==> config.mk <==
export PLATFORM = sky130hd
export DESIGN_NAME = rcs_reset_cause
export DESIGN_NICKNAME = d
export VERILOG_FILES = /design/src/hdl/rcs_pkg.sv /design/src/hdl/rcs_reset_cause.sv /design/src/hdl/rcs_sync2.sv /design/src/hdl/rcs_irq.sv
export SDC_FILE = /design/constraint.sdc
export NUM_CORES = 1
export LEC_CHECK = 0
export BUFFER_PORTS_ARGS = -buffer_cell sky130_fd_sc_hd__buf_4
export CAP_MARGIN = 25
export CORE_AREA = 2 2 74 147
export CTS_BUF_LIST = sky130_fd_sc_hd__clkbuf_16
export DETAILED_ROUTE_END_ITERATION = 7
export DIE_AREA = 0 0 76 149
export GPL_TIMING_DRIVEN = 0
export HOLD_SLACK_MARGIN = 0.08
export PLACE_DENSITY = 0.65
export SYNTH_ARGS = -nofsm -noshare
export SYNTH_HDL_FRONTEND = slang
export SYNTH_SLANG_ARGS = --single-unit
==> constraint.sdc <==
create_clock -name i_clk -period 5.27 [get_ports i_clk]
set_input_delay 0.2635 -clock i_clk [delete_from_list [all_inputs] [get_ports i_clk]]
set_output_delay 0.2635 -clock i_clk [all_outputs]
set_load 0.05 [all_outputs]
==> src/hdl/rcs_pkg.sv <==
// Purpose: Shared constants and types for the reset cause status logic
// Assumes: 8-bit register port, 13-bit program counter
// Notes:   Offsets are byte addresses on the plain register port
package rcs_pkg;

	// ****************************************
	// Widths
	// ****************************************
	localparam int RCS_AW   = 8;
	localparam int RCS_DW   = 8;
	localparam int RCS_PC_W = 13;

	// ****************************************
	// Register offsets
	// ****************************************
	localparam logic [RCS_AW-1:0] RCS_OFF_PWR_CTRL  = 8'h00;
	localparam logic [RCS_AW-1:0] RCS_OFF_PROC_STAT = 8'h01;
	localparam logic [RCS_AW-1:0] RCS_OFF_IRQ_STAT  = 8'h02;
	localparam logic [RCS_AW-1:0] RCS_OFF_IRQ_MASK  = 8'h03;

	// ****************************************
	// Field positions
	// ****************************************
	localparam int RCS_PWR_ADC_REF = 7;
	localparam int RCS_PWR_HIST    = 3;
	localparam int RCS_PWR_OK      = 2;
	localparam int RCS_PWR_POR     = 1;
	localparam int RCS_PWR_BOR     = 0;
	localparam int RCS_ST_HI_LSB   = 5;
	localparam int RCS_ST_TO       = 4;
	localparam int RCS_ST_PD       = 3;
	localparam int RCS_ST_LO_LSB   = 0;

	// ****************************************
	// Reset values
	// ****************************************
	localparam logic [2:0] RCS_ST_HI_RST    = 3'h0;
	localparam logic [2:0] RCS_ST_LO_RST    = 3'h0;
	localparam logic       RCS_TO_RST       = 1'h1;
	localparam logic       RCS_PD_RST       = 1'h1;
	localparam logic       RCS_POR_FLAG_RST = 1'h0;
	localparam logic       RCS_BOR_FLAG_RST = 1'h0;
	localparam logic       RCS_HIST_RST     = 1'h0;

	// ****************************************
	// Restart addresses
	// ****************************************
	localparam logic [RCS_PC_W-1:0] RCS_RESET_VEC = 13'h0000;
	localparam logic [RCS_PC_W-1:0] RCS_INT_VEC   = 13'h0004;

	// ****************************************
	// Interrupt status bits
	// ****************************************
	localparam int RCS_IRQ_N        = 7;
	localparam int RCS_IRQ_POR      = 0;
	localparam int RCS_IRQ_BOR      = 1;
	localparam int RCS_IRQ_WDT_RST  = 2;
	localparam int RCS_IRQ_WDT_WAKE = 3;
	localparam int RCS_IRQ_EXT_RST  = 4;
	localparam int RCS_IRQ_INT_WAKE = 5;
	localparam int RCS_IRQ_SUP_DROP = 6;

	// ****************************************
	// Types
	// ****************************************
	typedef struct packed {
		logic por;
		logic bor;
		logic wdt;
		logic ext;
		logic iwake;
	} rcs_event_s;

	typedef struct packed {
		logic                valid;
		logic                reg_reset;
		logic                resume;
		logic [RCS_PC_W-1:0] addr;
	} rcs_restart_s;

	typedef enum logic [0:0] {
		RCS_VS_IDLE,
		RCS_VS_WAIT
	} rcs_vec_state_e;

	function automatic logic rcs_hit(input logic [RCS_AW-1:0] a, input logic [RCS_AW-1:0] off);
		return a == off;
	endfunction

endpackage

==> src/hdl/rcs_reset_cause.sv <==
// Purpose: Reset and wake cause flags, restart address and supply status
// Assumes: Detector inputs are asynchronous; core signals share i_clk
// Notes:   Simultaneous events resolve power-on, brown-out, watchdog, pin, wake
//
// The address-and-strobe port and the register offsets were decided locally.
`timescale 1ns/1ps
`default_nettype none
module rcs_reset_cause
	import rcs_pkg::*;
(
	// Clock and reset
	input  wire logic                i_clk,
	input  wire logic                i_resetn,
	// Detectors and pins
	input  wire logic                i_por_det,
	input  wire logic                i_bor_det,
	input  wire logic                i_wdt_timeout,
	input  wire logic                i_ext_reset_pin_n,
	input  wire logic                i_int_wake,
	input  wire logic                i_supply_ok,
	input  wire logic                i_adc_ref_ok,
	// Core status
	input  wire logic                i_sleeping,
	input  wire logic                i_gie,
	input  wire logic [RCS_PC_W-1:0] i_next_pc,
	input  wire logic                i_instr_done,
	// Register port
	input  wire logic [RCS_AW-1:0]   i_addr,
	input  wire logic [RCS_DW-1:0]   i_wdata,
	input  wire logic                i_we,
	input  wire logic                i_re,
	output logic      [RCS_DW-1:0]   o_rdata,
	// Restart and vector
	output var rcs_restart_s         o_restart,
	output logic                     o_vector_take,
	output logic      [RCS_PC_W-1:0] o_vector_addr,
	output logic      [RCS_PC_W-1:0] o_push_addr,
	// Interrupt
	output logic                     o_irq
);

	// ****************************************
	// Synchronisers and edges
	// ****************************************
	logic [6:0]     sync_s;
	logic [6:1]     prev_q;
	rcs_event_s     raw_ev;
	rcs_event_s     sel;
	logic           sup_drop;
	logic           any_ev;
	logic           any_reset;
	logic           ok_s;
	logic           adc_s;

	rcs_sync2 #(
		.W(7)
	) u_sync (
		.i_clk    (i_clk),
		.i_resetn (i_resetn),
		.i_async  ({i_por_det, i_bor_det, i_wdt_timeout, i_ext_reset_pin_n,
		            i_int_wake, i_supply_ok, i_adc_ref_ok}),
		.o_sync   (sync_s)
	);

	assign ok_s  = sync_s[1];
	assign adc_s = sync_s[0];

	always_ff @(posedge i_clk or negedge i_resetn) begin
		if (!i_resetn) begin
			prev_q <= '0;
		end else begin
			prev_q <= sync_s[6:1];
		end
	end

	always_comb begin
		raw_ev.por   = sync_s[6] & ~prev_q[6];
		raw_ev.bor   = sync_s[5] & ~prev_q[5];
		raw_ev.wdt   = sync_s[4] & ~prev_q[4];
		raw_ev.ext   = ~sync_s[3] & prev_q[3];
		raw_ev.iwake = sync_s[2] & ~prev_q[2] & i_sleeping;
		sel.por      = raw_ev.por;
		sel.bor      = raw_ev.bor & ~raw_ev.por;
		sel.wdt      = raw_ev.wdt & ~raw_ev.por & ~raw_ev.bor;
		sel.ext      = raw_ev.ext & ~(raw_ev.por | raw_ev.bor | raw_ev.wdt);
		sel.iwake    = raw_ev.iwake & ~(raw_ev.por | raw_ev.bor | raw_ev.wdt | raw_ev.ext);
	end

	assign sup_drop  = ~sync_s[1] & prev_q[1];
	assign any_ev    = |sel;
	assign any_reset = sel.por | sel.bor | (sel.wdt & ~i_sleeping) | sel.ext;

	// ****************************************
	// Write decode
	// ****************************************
	logic wr_pwr;
	logic wr_st;
	logic wr_isr;
	logic wr_imk;

	assign wr_pwr = i_we & rcs_hit(i_addr, RCS_OFF_PWR_CTRL);
	assign wr_st  = i_we & rcs_hit(i_addr, RCS_OFF_PROC_STAT);
	assign wr_isr = i_we & rcs_hit(i_addr, RCS_OFF_IRQ_STAT);
	assign wr_imk = i_we & rcs_hit(i_addr, RCS_OFF_IRQ_MASK);

	// ****************************************
	// Processor status flags
	// ****************************************
	logic       to_q;
	logic       pd_q;
	logic [2:0] st_hi_q;
	logic [2:0] st_lo_q;

	always_ff @(posedge i_clk or negedge i_resetn) begin
		if (!i_resetn) begin
			to_q <= RCS_TO_RST;
			pd_q <= RCS_PD_RST;
		end else if (sel.por | sel.bor) begin
			to_q <= 1'h1;
			pd_q <= 1'h1;
		end else if (sel.wdt) begin
			to_q <= 1'h0;
			if (i_sleeping) begin
				pd_q <= 1'h0;
			end
		end else if (sel.ext & i_sleeping) begin
			to_q <= 1'h1;
			pd_q <= 1'h0;
		end else if (sel.iwake) begin
			to_q <= 1'h1;
			pd_q <= 1'h0;
		end
	end

	always_ff @(posedge i_clk or negedge i_resetn) begin
		if (!i_resetn) begin
			st_hi_q <= RCS_ST_HI_RST;
		end else if (any_reset) begin
			st_hi_q <= 3'h0;
		end else if (wr_st) begin
			st_hi_q <= i_wdata[RCS_ST_HI_LSB +: 3];
		end
	end

	always_ff @(posedge i_clk or negedge i_resetn) begin
		if (!i_resetn) begin
			st_lo_q <= RCS_ST_LO_RST;
		end else if (sel.por | sel.bor) begin
			st_lo_q <= RCS_ST_LO_RST;
		end else if (wr_st) begin
			st_lo_q <= i_wdata[RCS_ST_LO_LSB +: 3];
		end
	end

	// ****************************************
	// Power control flags
	// ****************************************
	logic por_flag_q;
	logic bor_flag_q;
	logic hist_q;

	always_ff @(posedge i_clk or negedge i_resetn) begin
		if (!i_resetn) begin
			por_flag_q <= RCS_POR_FLAG_RST;
		end else if (sel.por) begin
			por_flag_q <= 1'h0;
		end else if (wr_pwr) begin
			por_flag_q <= i_wdata[RCS_PWR_POR];
		end
	end

	always_ff @(posedge i_clk or negedge i_resetn) begin
		if (!i_resetn) begin
			bor_flag_q <= RCS_BOR_FLAG_RST;
		end else if (sel.bor) begin
			bor_flag_q <= 1'h0;
		end else if (wr_pwr) begin
			bor_flag_q <= i_wdata[RCS_PWR_BOR];
		end
	end

	always_ff @(posedge i_clk or negedge i_resetn) begin
		if (!i_resetn) begin
			hist_q <= RCS_HIST_RST;
		end else if (!ok_s) begin
			hist_q <= 1'h0;
		end else if (wr_pwr) begin
			hist_q <= i_wdata[RCS_PWR_HIST];
		end
	end

	// ****************************************
	// Restart request
	// ****************************************
	always_ff @(posedge i_clk or negedge i_resetn) begin
		if (!i_resetn) begin
			o_restart <= '0;
		end else begin
			o_restart.valid     <= any_ev;
			o_restart.reg_reset <= any_reset;
			o_restart.resume    <= any_ev & ~any_reset;
			if (any_reset) begin
				o_restart.addr <= RCS_RESET_VEC;
			end else if (any_ev) begin
				o_restart.addr <= i_next_pc;
			end
		end
	end

	// ****************************************
	// Interrupt vector after wake
	// ****************************************
	rcs_vec_state_e vs_q;

	always_ff @(posedge i_clk or negedge i_resetn) begin
		if (!i_resetn) begin
			vs_q          <= RCS_VS_IDLE;
			o_vector_take <= 1'h0;
			o_push_addr   <= '0;
		end else begin
			o_vector_take <= 1'h0;
			case (vs_q)
				RCS_VS_IDLE: begin
					if (sel.iwake & i_gie) begin
						vs_q        <= RCS_VS_WAIT;
						o_push_addr <= RCS_PC_W'(i_next_pc + 1'b1);
					end
				end
				RCS_VS_WAIT: begin
					if (any_reset) begin
						vs_q <= RCS_VS_IDLE;
					end else if (i_instr_done) begin
						vs_q          <= RCS_VS_IDLE;
						o_vector_take <= 1'h1;
					end
				end
				default: begin
					vs_q <= RCS_VS_IDLE;
				end
			endcase
		end
	end

	assign o_vector_addr = RCS_INT_VEC;

	// ****************************************
	// Interrupt status
	// ****************************************
	logic [RCS_IRQ_N-1:0] irq_set;
	logic [RCS_IRQ_N-1:0] irq_status;
	logic [RCS_IRQ_N-1:0] irq_mask;

	always_comb begin
		irq_set                   = '0;
		irq_set[RCS_IRQ_POR]      = sel.por;
		irq_set[RCS_IRQ_BOR]      = sel.bor;
		irq_set[RCS_IRQ_WDT_RST]  = sel.wdt & ~i_sleeping;
		irq_set[RCS_IRQ_WDT_WAKE] = sel.wdt & i_sleeping;
		irq_set[RCS_IRQ_EXT_RST]  = sel.ext;
		irq_set[RCS_IRQ_INT_WAKE] = sel.iwake;
		irq_set[RCS_IRQ_SUP_DROP] = sup_drop;
	end

	rcs_irq #(
		.N(RCS_IRQ_N)
	) u_irq (
		.i_clk     (i_clk),
		.i_resetn  (i_resetn),
		.i_set     (irq_set),
		.i_clr_we  (wr_isr),
		.i_mask_we (wr_imk),
		.i_wdata   (i_wdata[RCS_IRQ_N-1:0]),
		.o_status  (irq_status),
		.o_mask    (irq_mask),
		.o_irq     (o_irq)
	);

	// ****************************************
	// Read path
	// ****************************************
	logic [RCS_DW-1:0] pwr_rd;
	logic [RCS_DW-1:0] st_rd;
	logic [RCS_DW-1:0] rd_d;

	always_comb begin
		pwr_rd                  = '0;
		pwr_rd[RCS_PWR_ADC_REF] = adc_s;
		pwr_rd[RCS_PWR_HIST]    = hist_q;
		pwr_rd[RCS_PWR_OK]      = ok_s;
		pwr_rd[RCS_PWR_POR]     = por_flag_q;
		pwr_rd[RCS_PWR_BOR]     = bor_flag_q;
		st_rd                   = '0;
		st_rd[RCS_ST_HI_LSB +: 3] = st_hi_q;
		st_rd[RCS_ST_TO]        = to_q;
		st_rd[RCS_ST_PD]        = pd_q;
		st_rd[RCS_ST_LO_LSB +: 3] = st_lo_q;
		rd_d                    = '0;
		if (rcs_hit(i_addr, RCS_OFF_PWR_CTRL)) begin
			rd_d = pwr_rd;
		end else if (rcs_hit(i_addr, RCS_OFF_PROC_STAT)) begin
			rd_d = st_rd;
		end else if (rcs_hit(i_addr, RCS_OFF_IRQ_STAT)) begin
			rd_d = {1'b0, irq_status};
		end else if (rcs_hit(i_addr, RCS_OFF_IRQ_MASK)) begin
			rd_d = {1'b0, irq_mask};
		end
	end

	always_ff @(posedge i_clk or negedge i_resetn) begin
		if (!i_resetn) begin
			o_rdata <= '0;
		end else if (i_re) begin
			o_rdata <= rd_d;
		end else begin
			o_rdata <= '0;
		end
	end

	// ****************************************
	// Checks
	// ****************************************
	logic rd_pwr;
	logic wait_done;
	logic wake_gie;

	assign rd_pwr    = i_re & rcs_hit(i_addr, RCS_OFF_PWR_CTRL);
	assign wait_done = (vs_q == RCS_VS_WAIT) & i_instr_done & ~any_reset;
	assign wake_gie  = sel.iwake & i_gie & (vs_q == RCS_VS_IDLE);
endmodule
`default_nettype wire

==> src/hdl/rcs_sync2.sv <==
// Purpose: Two flip-flop synchroniser for asynchronous levels
// Assumes: Inputs change slowly against the core clock
// Notes:   Stage one feeds stage two only
`timescale 1ns/1ps
`default_nettype none
module rcs_sync2 #(
	parameter int W = 1
) (
	// Clock and reset
	input  wire logic         i_clk,
	input  wire logic         i_resetn,
	// Levels
	input  wire logic [W-1:0] i_async,
	output logic      [W-1:0] o_sync
);

	initial begin
		if (W < 1) begin
			$error("rcs_sync2: W must be at least 1");
		end
	end

	logic [W-1:0] meta_q;

	always_ff @(posedge i_clk or negedge i_resetn) begin
		if (!i_resetn) begin
			meta_q <= '0;
			o_sync <= '0;
		end else begin
			meta_q <= i_async;
			o_sync <= meta_q;
		end
	end

endmodule
`default_nettype wire

==> src/hdl/rcs_irq.sv <==
// Purpose: Sticky event status, mask and level interrupt
// Assumes: Write-one-to-clear on status, plain write on mask
// Notes:   A set in the clear cycle wins
`timescale 1ns/1ps
`default_nettype none
module rcs_irq #(
	parameter int N = 7
) (
	// Clock and reset
	input  wire logic         i_clk,
	input  wire logic         i_resetn,
	// Events
	input  wire logic [N-1:0] i_set,
	// Software access
	input  wire logic         i_clr_we,
	input  wire logic         i_mask_we,
	input  wire logic [N-1:0] i_wdata,
	// State
	output logic      [N-1:0] o_status,
	output logic      [N-1:0] o_mask,
	output logic              o_irq
);

	initial begin
		if (N < 1 || N > 8) begin
			$error("rcs_irq: N must be 1 to 8");
		end
	end

	always_ff @(posedge i_clk or negedge i_resetn) begin
		if (!i_resetn) begin
			o_status <= '0;
		end else begin
			o_status <= (o_status & ~(i_clr_we ? i_wdata : '0)) | i_set;
		end
	end

	always_ff @(posedge i_clk or negedge i_resetn) begin
		if (!i_resetn) begin
			o_mask <= '0;
		end else if (i_mask_we) begin
			o_mask <= i_wdata;
		end
	end

	assign o_irq = |(o_status & o_mask);

endmodule
`default_nettype wire

==> run metrics, run 1 <==
sequential standard cell area 0.00210 mm2; Worst VDD drop 351 uV; slowest cell delay on critical path 420 ps; Die Y 149 um; Initial Utilization 34.2%; CTS Buffer Depth 2; hold crit path type input pin to register; Leak Pwr 0.00231 uW; Mapped Area 0.00352 mm2; Reg clk slew, reported paths 50 ps; final worst path period need 1910 ps; first-pass GRT wire length 12.8 mm; worst slew pin tran 636 ps; Top Family by Delay on Critical Path simple AND/OR/NAND/NOR gates; Slew Viols, Final 0; largest net degree at the start of global routing 85; R2R cell count 5; share of layout cells above drive strength 1 35.9%; Residual DRC 0; Gate Count Post-Synth 286; DP HPWL 5.54 mm; antenna violations before repair 0; setup tns final 0 ps; Worst Hold Depth 2; DRT Wirelength 7.72 mm; CTS sink count 84; WS Path Type register to register; Yosys cell types 41; Peak Freq 0.523 GHz; M1 WL 3.49 mm; Area growth syn-to-layout 34.2%; RSZ-0062 raised after global routing false; detailed-route via count 2506; drt pass-1 iters 4; Cell Rows 53; vias in the first global route 2511; Boundary Pins 95; clock latency at the later pin of the worst-skew pair 340 ps; Routed met3 length 350 um; Seq/Total Area, Yosys 59.9%; number of synthesized flops with an enable pin 0; die area 0.0113 mm2; fin crit share 36.3%; gr ovfl total 0; gr usage total 14.3%; status finished clean; Worst EP arrival 2130 ps; Core Footprint 0.0103 mm2; final setup vio count 0; Slowest cell on crit path nor3_2; port bufs 81; Via density 4.66; initial DRC count 142; Met2 Wirelength 3.75 mm; Critical Path, Cell by Cell nand2b_1 -> nand3_1 -> nor3_2 -> buf_4 -> mux2_2; Post-synth ARST share 100%; area of the multi-input gates 0.00130 mm2; Antenna Nets Post-Route 0; final hold violation count 0; Max FO, Critical Path 10; die width 76 um; PD cells 350 mW/mm2; GPL Wtd Cong 0.768; Fillers 978; fin area 0.00472 mm2; CTS Buf Count 9; DP Area 0.00434 mm2; CP required 5490 ps; clk_skew 5.70 ps; CTS tree yes; critical path depth 5; Yosys warning count 0; crit start category register; root buf cell clkbuf_16; WL/cell 14.4 um; htree depth 3; maxcap violations 0; #FFs+latches synth 84; syn avg cell area 12.3 um2; relative slew slack 57.4%; nets@finish 442; Post-synth top flop dfrtp_1; worst path buffer plus inverter count 1; Worst setup EP type register; post-cts gate resize count 0; Highest Signal Layer met4; Antenna diodes 0
## per-stage QoR
stage          util (%)  hold slack [ps]  power [uW]  std cells  worst slack [ps]
2_1_floorplan         -            -32.1         944        297              3610
3_3_place_gp       42.2              333        1070        515              3340
3_5_place_dp       42.2              335        1070        515              3330
4_1_cts            45.5              125        1670        536              3310
5_1_grt            45.9              167        1720        538              3170
6_report           45.9              138        1650        538              3360
## power by group
| part | leakage (uW) | total, uW | internal, uW | switching (uW) |
|---|---|---|---|---|
| clock network | 0.000144 | 589 | 356 | 233 |
| registers | 0.00105 | 719 | 693 | 25.5 |
| logic | 0.00112 | 345 | 120 | 225 |
| total | 0.00231 | 1650 | 1170 | 483 |
## synth_stat cells, types with 3 or more instances
cell type	count	area share, %
xnor2_1	3	0.75
o21ai_0	7	1.0
dfrtp_1	82	58
nand2b_1	6	1.1
a2111oi_0	3	0.75
a22oi_1	5	1.1
nor3_1	6	0.85
mux2_2	22	7.0
nand4_1	3	0.53
nand3_1	13	1.9
buf_2	3	0.43
nor2b_1	4	0.71
nand2_1	20	2.1
xor2_1	8	2.0
nor2_1	24	2.6
a22o_1	16	4.0
mux2i_1	10	2.8
buf_4	14	3.0
a21o_1	4	0.85
nor4_1	3	0.53
inv_1	6	0.64
## sequential cells by signal, summed over array words and instances (netlist names), 3 cells and up
signal,count
u_irq.o_mask,7
o_rdata,8
st_lo_q,3
u_sync.meta_q,7
o_restart,16
o_push_addr,13
u_sync.o_sync,7
prev_q,6
u_irq.o_status,7
st_hi_q,3
## cells by family (layout without fill, tap and decap cells)
| family | count (synthesis) | count (layout) | share of synthesized area, % |
|---|---|---|---|
| xor gates and xnor gates | 11 | 11 | 2.74 |
| AOI/OAI and AO/OA | 42 | 42 | 9.36 |
| muxes | 32 | 32 | 9.89 |
| buffers and inverters | 25 | 129 | 4.27 |
| adders and majority gates | 1 | 1 | 0.356 |
| and+or+nand+nor | 89 | 89 | 13.3 |
| other | 2 | 13 | 0.214 |
| DFF | 84 | 84 | 59.9 |
## placed cells by master, fill, tap and decap left out, drive strengths merged, types with 5 or more instances in the layout
cell         Yosys  layout
buf             17      99
nand2           21      21
nand3           13      13
mux2i           10      10
nor3             7       7
a22oi            5       5
mux2            22      22
nor2            25      25
clkbuf           2      11
dlygate4sd3      0       8
conb             2      13
a22o            16      16
nand2b           6       6
o21ai            7       7
xor2             8       8
dfrtp           82      82
inv              6       8
## layer usage
layer	vias up	GRT usage [%]
met2	62	22.2
met5	-	0
li1	1213	-
met1	1222	19.0
met4	0	6.27
met3	9	3.69
## path summary, 6_finish.rpt
kind                                   from                to  slack, ps
hold / removal                 i_next_pc[0]    o_push_addr[0]        140
hold reg to reg            u_sync.meta_q[4]  u_sync.o_sync[4]        350
setup reg to reg           u_sync.o_sync[6]    o_push_addr[5]       3360
min in group asynchronous          i_resetn   u_irq.o_mask[6]        320
max in group asynchronous          i_resetn              pd_q       4340
setup / recovery           u_sync.o_sync[6]    o_push_addr[5]       3360
## final cells by class
type	instances	area share, %
timing repair buffer	90	15.2
multi-input combinational	188	27.6
clock buffer	9	4.77
clock inverter	5	1.01
sequential	84	44.6
inverter	6	0.477
tap	137	3.63
buffer	19	2.71
## repair_timing
action | 4_1_cts | 5_1_grt
hold buffers | 7 | 1
buffers inserted | 0 | 0
endpoints found under the hold margin | 7 | 11
(Power assumes the default switching activity.)
==> run 2, diff against run 1 <==
ABC_AREA = 1   (was default)
CORE_AREA = 2 2 79 157   (was 2 2 74 147)
DIE_AREA = 0 0 81 159   (was 0 0 76 149)
PLACE_DENSITY = 0.64   (was 0.65)
clock period = 2 ns   (was 5.27 ns; I/O delays follow)
==> run 2 against run 1 <==
  * Synthesized cell count up 56%
  * Clock power grew to 3.0 times the previous value
  * Flip-flop and latch count stayed put
  * Die area grew 14%
  * Critical path type is now register to primary output
  * Largest power group unchanged
  * Routed wire length increased by 30%
  * Sequential power increased to 2.7 times the previous value
  * Register-to-register slack worse by 2800 ps
  * First-iteration DRC count is 9.2% lower
  * Hold slack lost 17 ps
==> run metrics, run 2 <==
antenna violations before repair 0 (unchanged); setup tns final 0 ps (unchanged); Post-CTS Setup Inserts 0 (unchanged); Top Family by Delay on Critical Path flip-flops (was simple AND/OR/NAND/NOR gates); biggest registers after layout o_restart: 16 flops, o_push_addr: 13 flops, o_rdata: 8 flops (unchanged); commonest non-fill, non-tap cells in the layout 131 x nand2_1, 95 x buf_4, 82 x dfrtp_1 (was 95 x buf_4, 82 x dfrtp_1, 24 x nor2_1); Area growth syn-to-layout 36.9% (was 34.2%); Boundary Pins 95 (unchanged); Residual DRC 0 (unchanged); Reg clk slew, reported paths 60 ps (was 50 ps); Gate Count Post-Synth 447 (was 286); gr usage total 16.9% (was 14.3%); initial DRC count 129 (was 142); most used cell, CP nand2_1; Worst VDD drop 486 uV (was 351 uV); drt pass-1 iters 4 (unchanged); clock latency at the later pin of the worst-skew pair 340 ps (about the same); top-count cell post-synth nand2_1 (was dfrtp_1); first-pass GRT wire length 16.5 mm (was 12.8 mm); Critical Path, Cell by Cell nand2_1 -> nand2_1 -> a221oi_1 -> nand2_1 -> buf_4 (was nand2b_1 -> nand3_1 -> nor3_2 -> buf_4 -> mux2_2); Seq/Total Area, Yosys 52.5% (was 59.9%); flip-flop count of the largest register after layout 16 (unchanged); DP Area 0.00483 mm2 (was 0.00434 mm2); CP required 1900 ps (was 5490 ps); hold crit path type input pin to register (unchanged); final setup vio count 0 (unchanged); CTS Hold Buffers Added 31 (was 7); fin area 0.00548 mm2 (was 0.00472 mm2); final hold violation count 0 (unchanged); Post-synth ARST share 100% (unchanged); WL/cell 13.8 um (was 14.4 um); worst path buffer plus inverter count 1 (unchanged); Slowest cell on crit path dfrtp_1 (was nor3_2); syn avg cell area 8.96 um2 (was 12.3 um2); Max FO, Critical Path 3 (was 10); CTS sink count 84 (unchanged); crit start category register (unchanged); commonest non-fill, non-tap cell in the layout nand2_1 (was buf_4); Antenna Nets Post-Route 0 (unchanged); RSZ-0062 raised after global routing false (unchanged); Peak Freq 0.671 GHz; clk_skew 8.17 ps (was 5.70 ps); GPL Wtd Cong 0.856 (was 0.768); placed cell count 683 (was 515); Final Non-Filler Cells 731 (was 538); Core Footprint 0.0116 mm2 (was 0.0103 mm2); die area 0.0129 mm2 (was 0.0113 mm2); status finished clean (unchanged); Yosys cell types 36 (was 41); leading area contributor after synthesis dfrtp_1 (unchanged); CTS Buffer Depth 2 (unchanged); gr ovfl total 0 (unchanged); number of synthesized flops with an enable pin 0 (unchanged); worst slew pin tran 530 ps (was 636 ps); DRT Wirelength 10.1 mm (was 7.72 mm); CTS Buf Count 9 (unchanged); nets@finish 625 (was 442); share of the synthesized area in the top cell type 51.2% (was 58.4%); Slew Viols, Final 0 (unchanged); Worst EP arrival 1390 ps (was 2130 ps); WS Path Type register to primary output (was register to register); final worst path period need 1490 ps; Die Y 159 um (was 149 um); setup ws final 511 ps (was 3360 ps); fin crit share 74.5%; share of layout cells above drive strength 1 28.3% (was 35.9%); root buf cell clkbuf_16 (unchanged); post-cts gate resize count 0 (unchanged); htree depth 3 (unchanged); largest net degree at the start of global routing 85 (unchanged); maxcap violations 0 (unchanged); slowest cell delay on critical path 400 ps (was 420 ps); top area cells in the synthesized netlist dfrtp_1 51%, nand2_1 12%, nand3_1 6.1% (was dfrtp_1 58%, mux2_2 7.0%, a22o_1 4.0%); Yosys warning count 0 (unchanged); vias in the first global route 3505 (was 2511); Post-synth top flop dfrtp_1 (unchanged); CTS tree yes (unchanged); Post-synth top cells 131 x nand2_1, 82 x dfrtp_1, 49 x nand3_1, 33 x inv_1, 32 x nor2_1 (was 82 x dfrtp_1, 24 x nor2_1, 22 x mux2_2, 20 x nand2_1, 16 x a22o_1); Cell Rows 56 (was 53); PD cells 868 mW/mm2 (was 350 mW/mm2); Via density 4.60 (was 4.66); Leak Pwr 0.00283 uW (was 0.00231 uW); port bufs 80 (was 81); DP HPWL 7.72 mm (was 5.54 mm); detailed-route via count 3363 (was 2506); Hold Worst Slack 121 ps (was 138 ps); die width 81 um (was 76 um); Biggest register o_restart (unchanged); Worst setup EP type primary output (was register); Mapped Area 0.00401 mm2 (was 0.00352 mm2); Initial Utilization 34.4% (was 34.2%); relative slew slack 64.7% (was 57.4%); Antenna diodes 0 (unchanged); DP Worst Slack 551 ps (was 3330 ps); #FFs+latches synth 84 (unchanged)
==> run 2: metal layers <==
layer | share of wire, % | global-route usage [%] | vias to the layer above
li1 | - | - | 1660
met1 | 33 | 16.2 | 1595
met2 | 59 | 32.0 | 94
met3 | 4.4 | 4.14 | 14
met4 | 3.4 | 7.70 | 0
met5 | 0 | 0 | -
==> run 2: cell families (layout without fill, tap and decap cells) <==
| group | count (synthesis) | in the layout | share of synthesized area (%) |
|---|---|---|---|
| and+or+nand+nor | 259 | 259 | 32.7 |
| DFF | 84 | 84 | 52.5 |
| buffers and inverters | 61 | 189 | 8.12 |
| AOI/OAI and AO/OA | 33 | 33 | 4.62 |
| xor gates and xnor gates | 7 | 7 | 1.53 |
| other | 2 | 13 | 0.188 |
| adders and majority gates | 1 | 1 | 0.312 |
==> run 2: path summary, 6_finish.rpt <==
check	slack [ps]	cells after the start	to	startpoint
max	510	5	o_irq	u_irq.o_status[0]
min	120	3	u_irq.o_status[3]	i_sleeping
max reg2reg	560	8	o_restart[11]	u_sync.o_sync[6]
min reg2reg	340	0	u_sync.o_sync[6]	u_sync.meta_q[6]
max in group asynchronous	1230	3	to_q	i_resetn
min in group asynchronous	150	2	por_flag_q	i_resetn
==> run 2: worst register-to-register path, delay by kind of cell (launching register included) <==
| kind | cells | cell delay [ps] |
|---|---|---|
| and+or+nand+nor | 5 | 450 |
| DFF | 1 | 400 |
| buffers and inverters | 2 | 280 |
| AOI/OAI and AO/OA | 1 | 240 |
==> run 2: metrics by stage <==
| stage | total power (uW) | util [%] |
|---|---|---|
| 2_1_floorplan | 2610 | - |
| 3_3_place_gp | 2970 | 41.5 |
| 3_5_place_dp | 2990 | 41.5 |
| 4_1_cts | 4830 | 46.9 |
| 5_1_grt | 4980 | 47.1 |
| 6_report | 4760 | 47.1 |
==> run 2: power by group <==
group	internal, uW	switching (uW)	total, uW	leakage, uW
Clock	1090	666	1750	0.000153
Combinational	351	736	1090	0.00162
Sequential	1840	84.0	1920	0.00105
Total	3280	1490	4760	0.00283
==> run 2: area by class of cell <==
type	instances	area (um2)
flip-flops and latches	84	2100
inverters	39	151
fillers	1165	6150
well taps	145	181
clock buffers	9	225
multi-input cells	313	1620
clock inverters	7	92.6
plain buffers	22	174
repair buffers	112	938
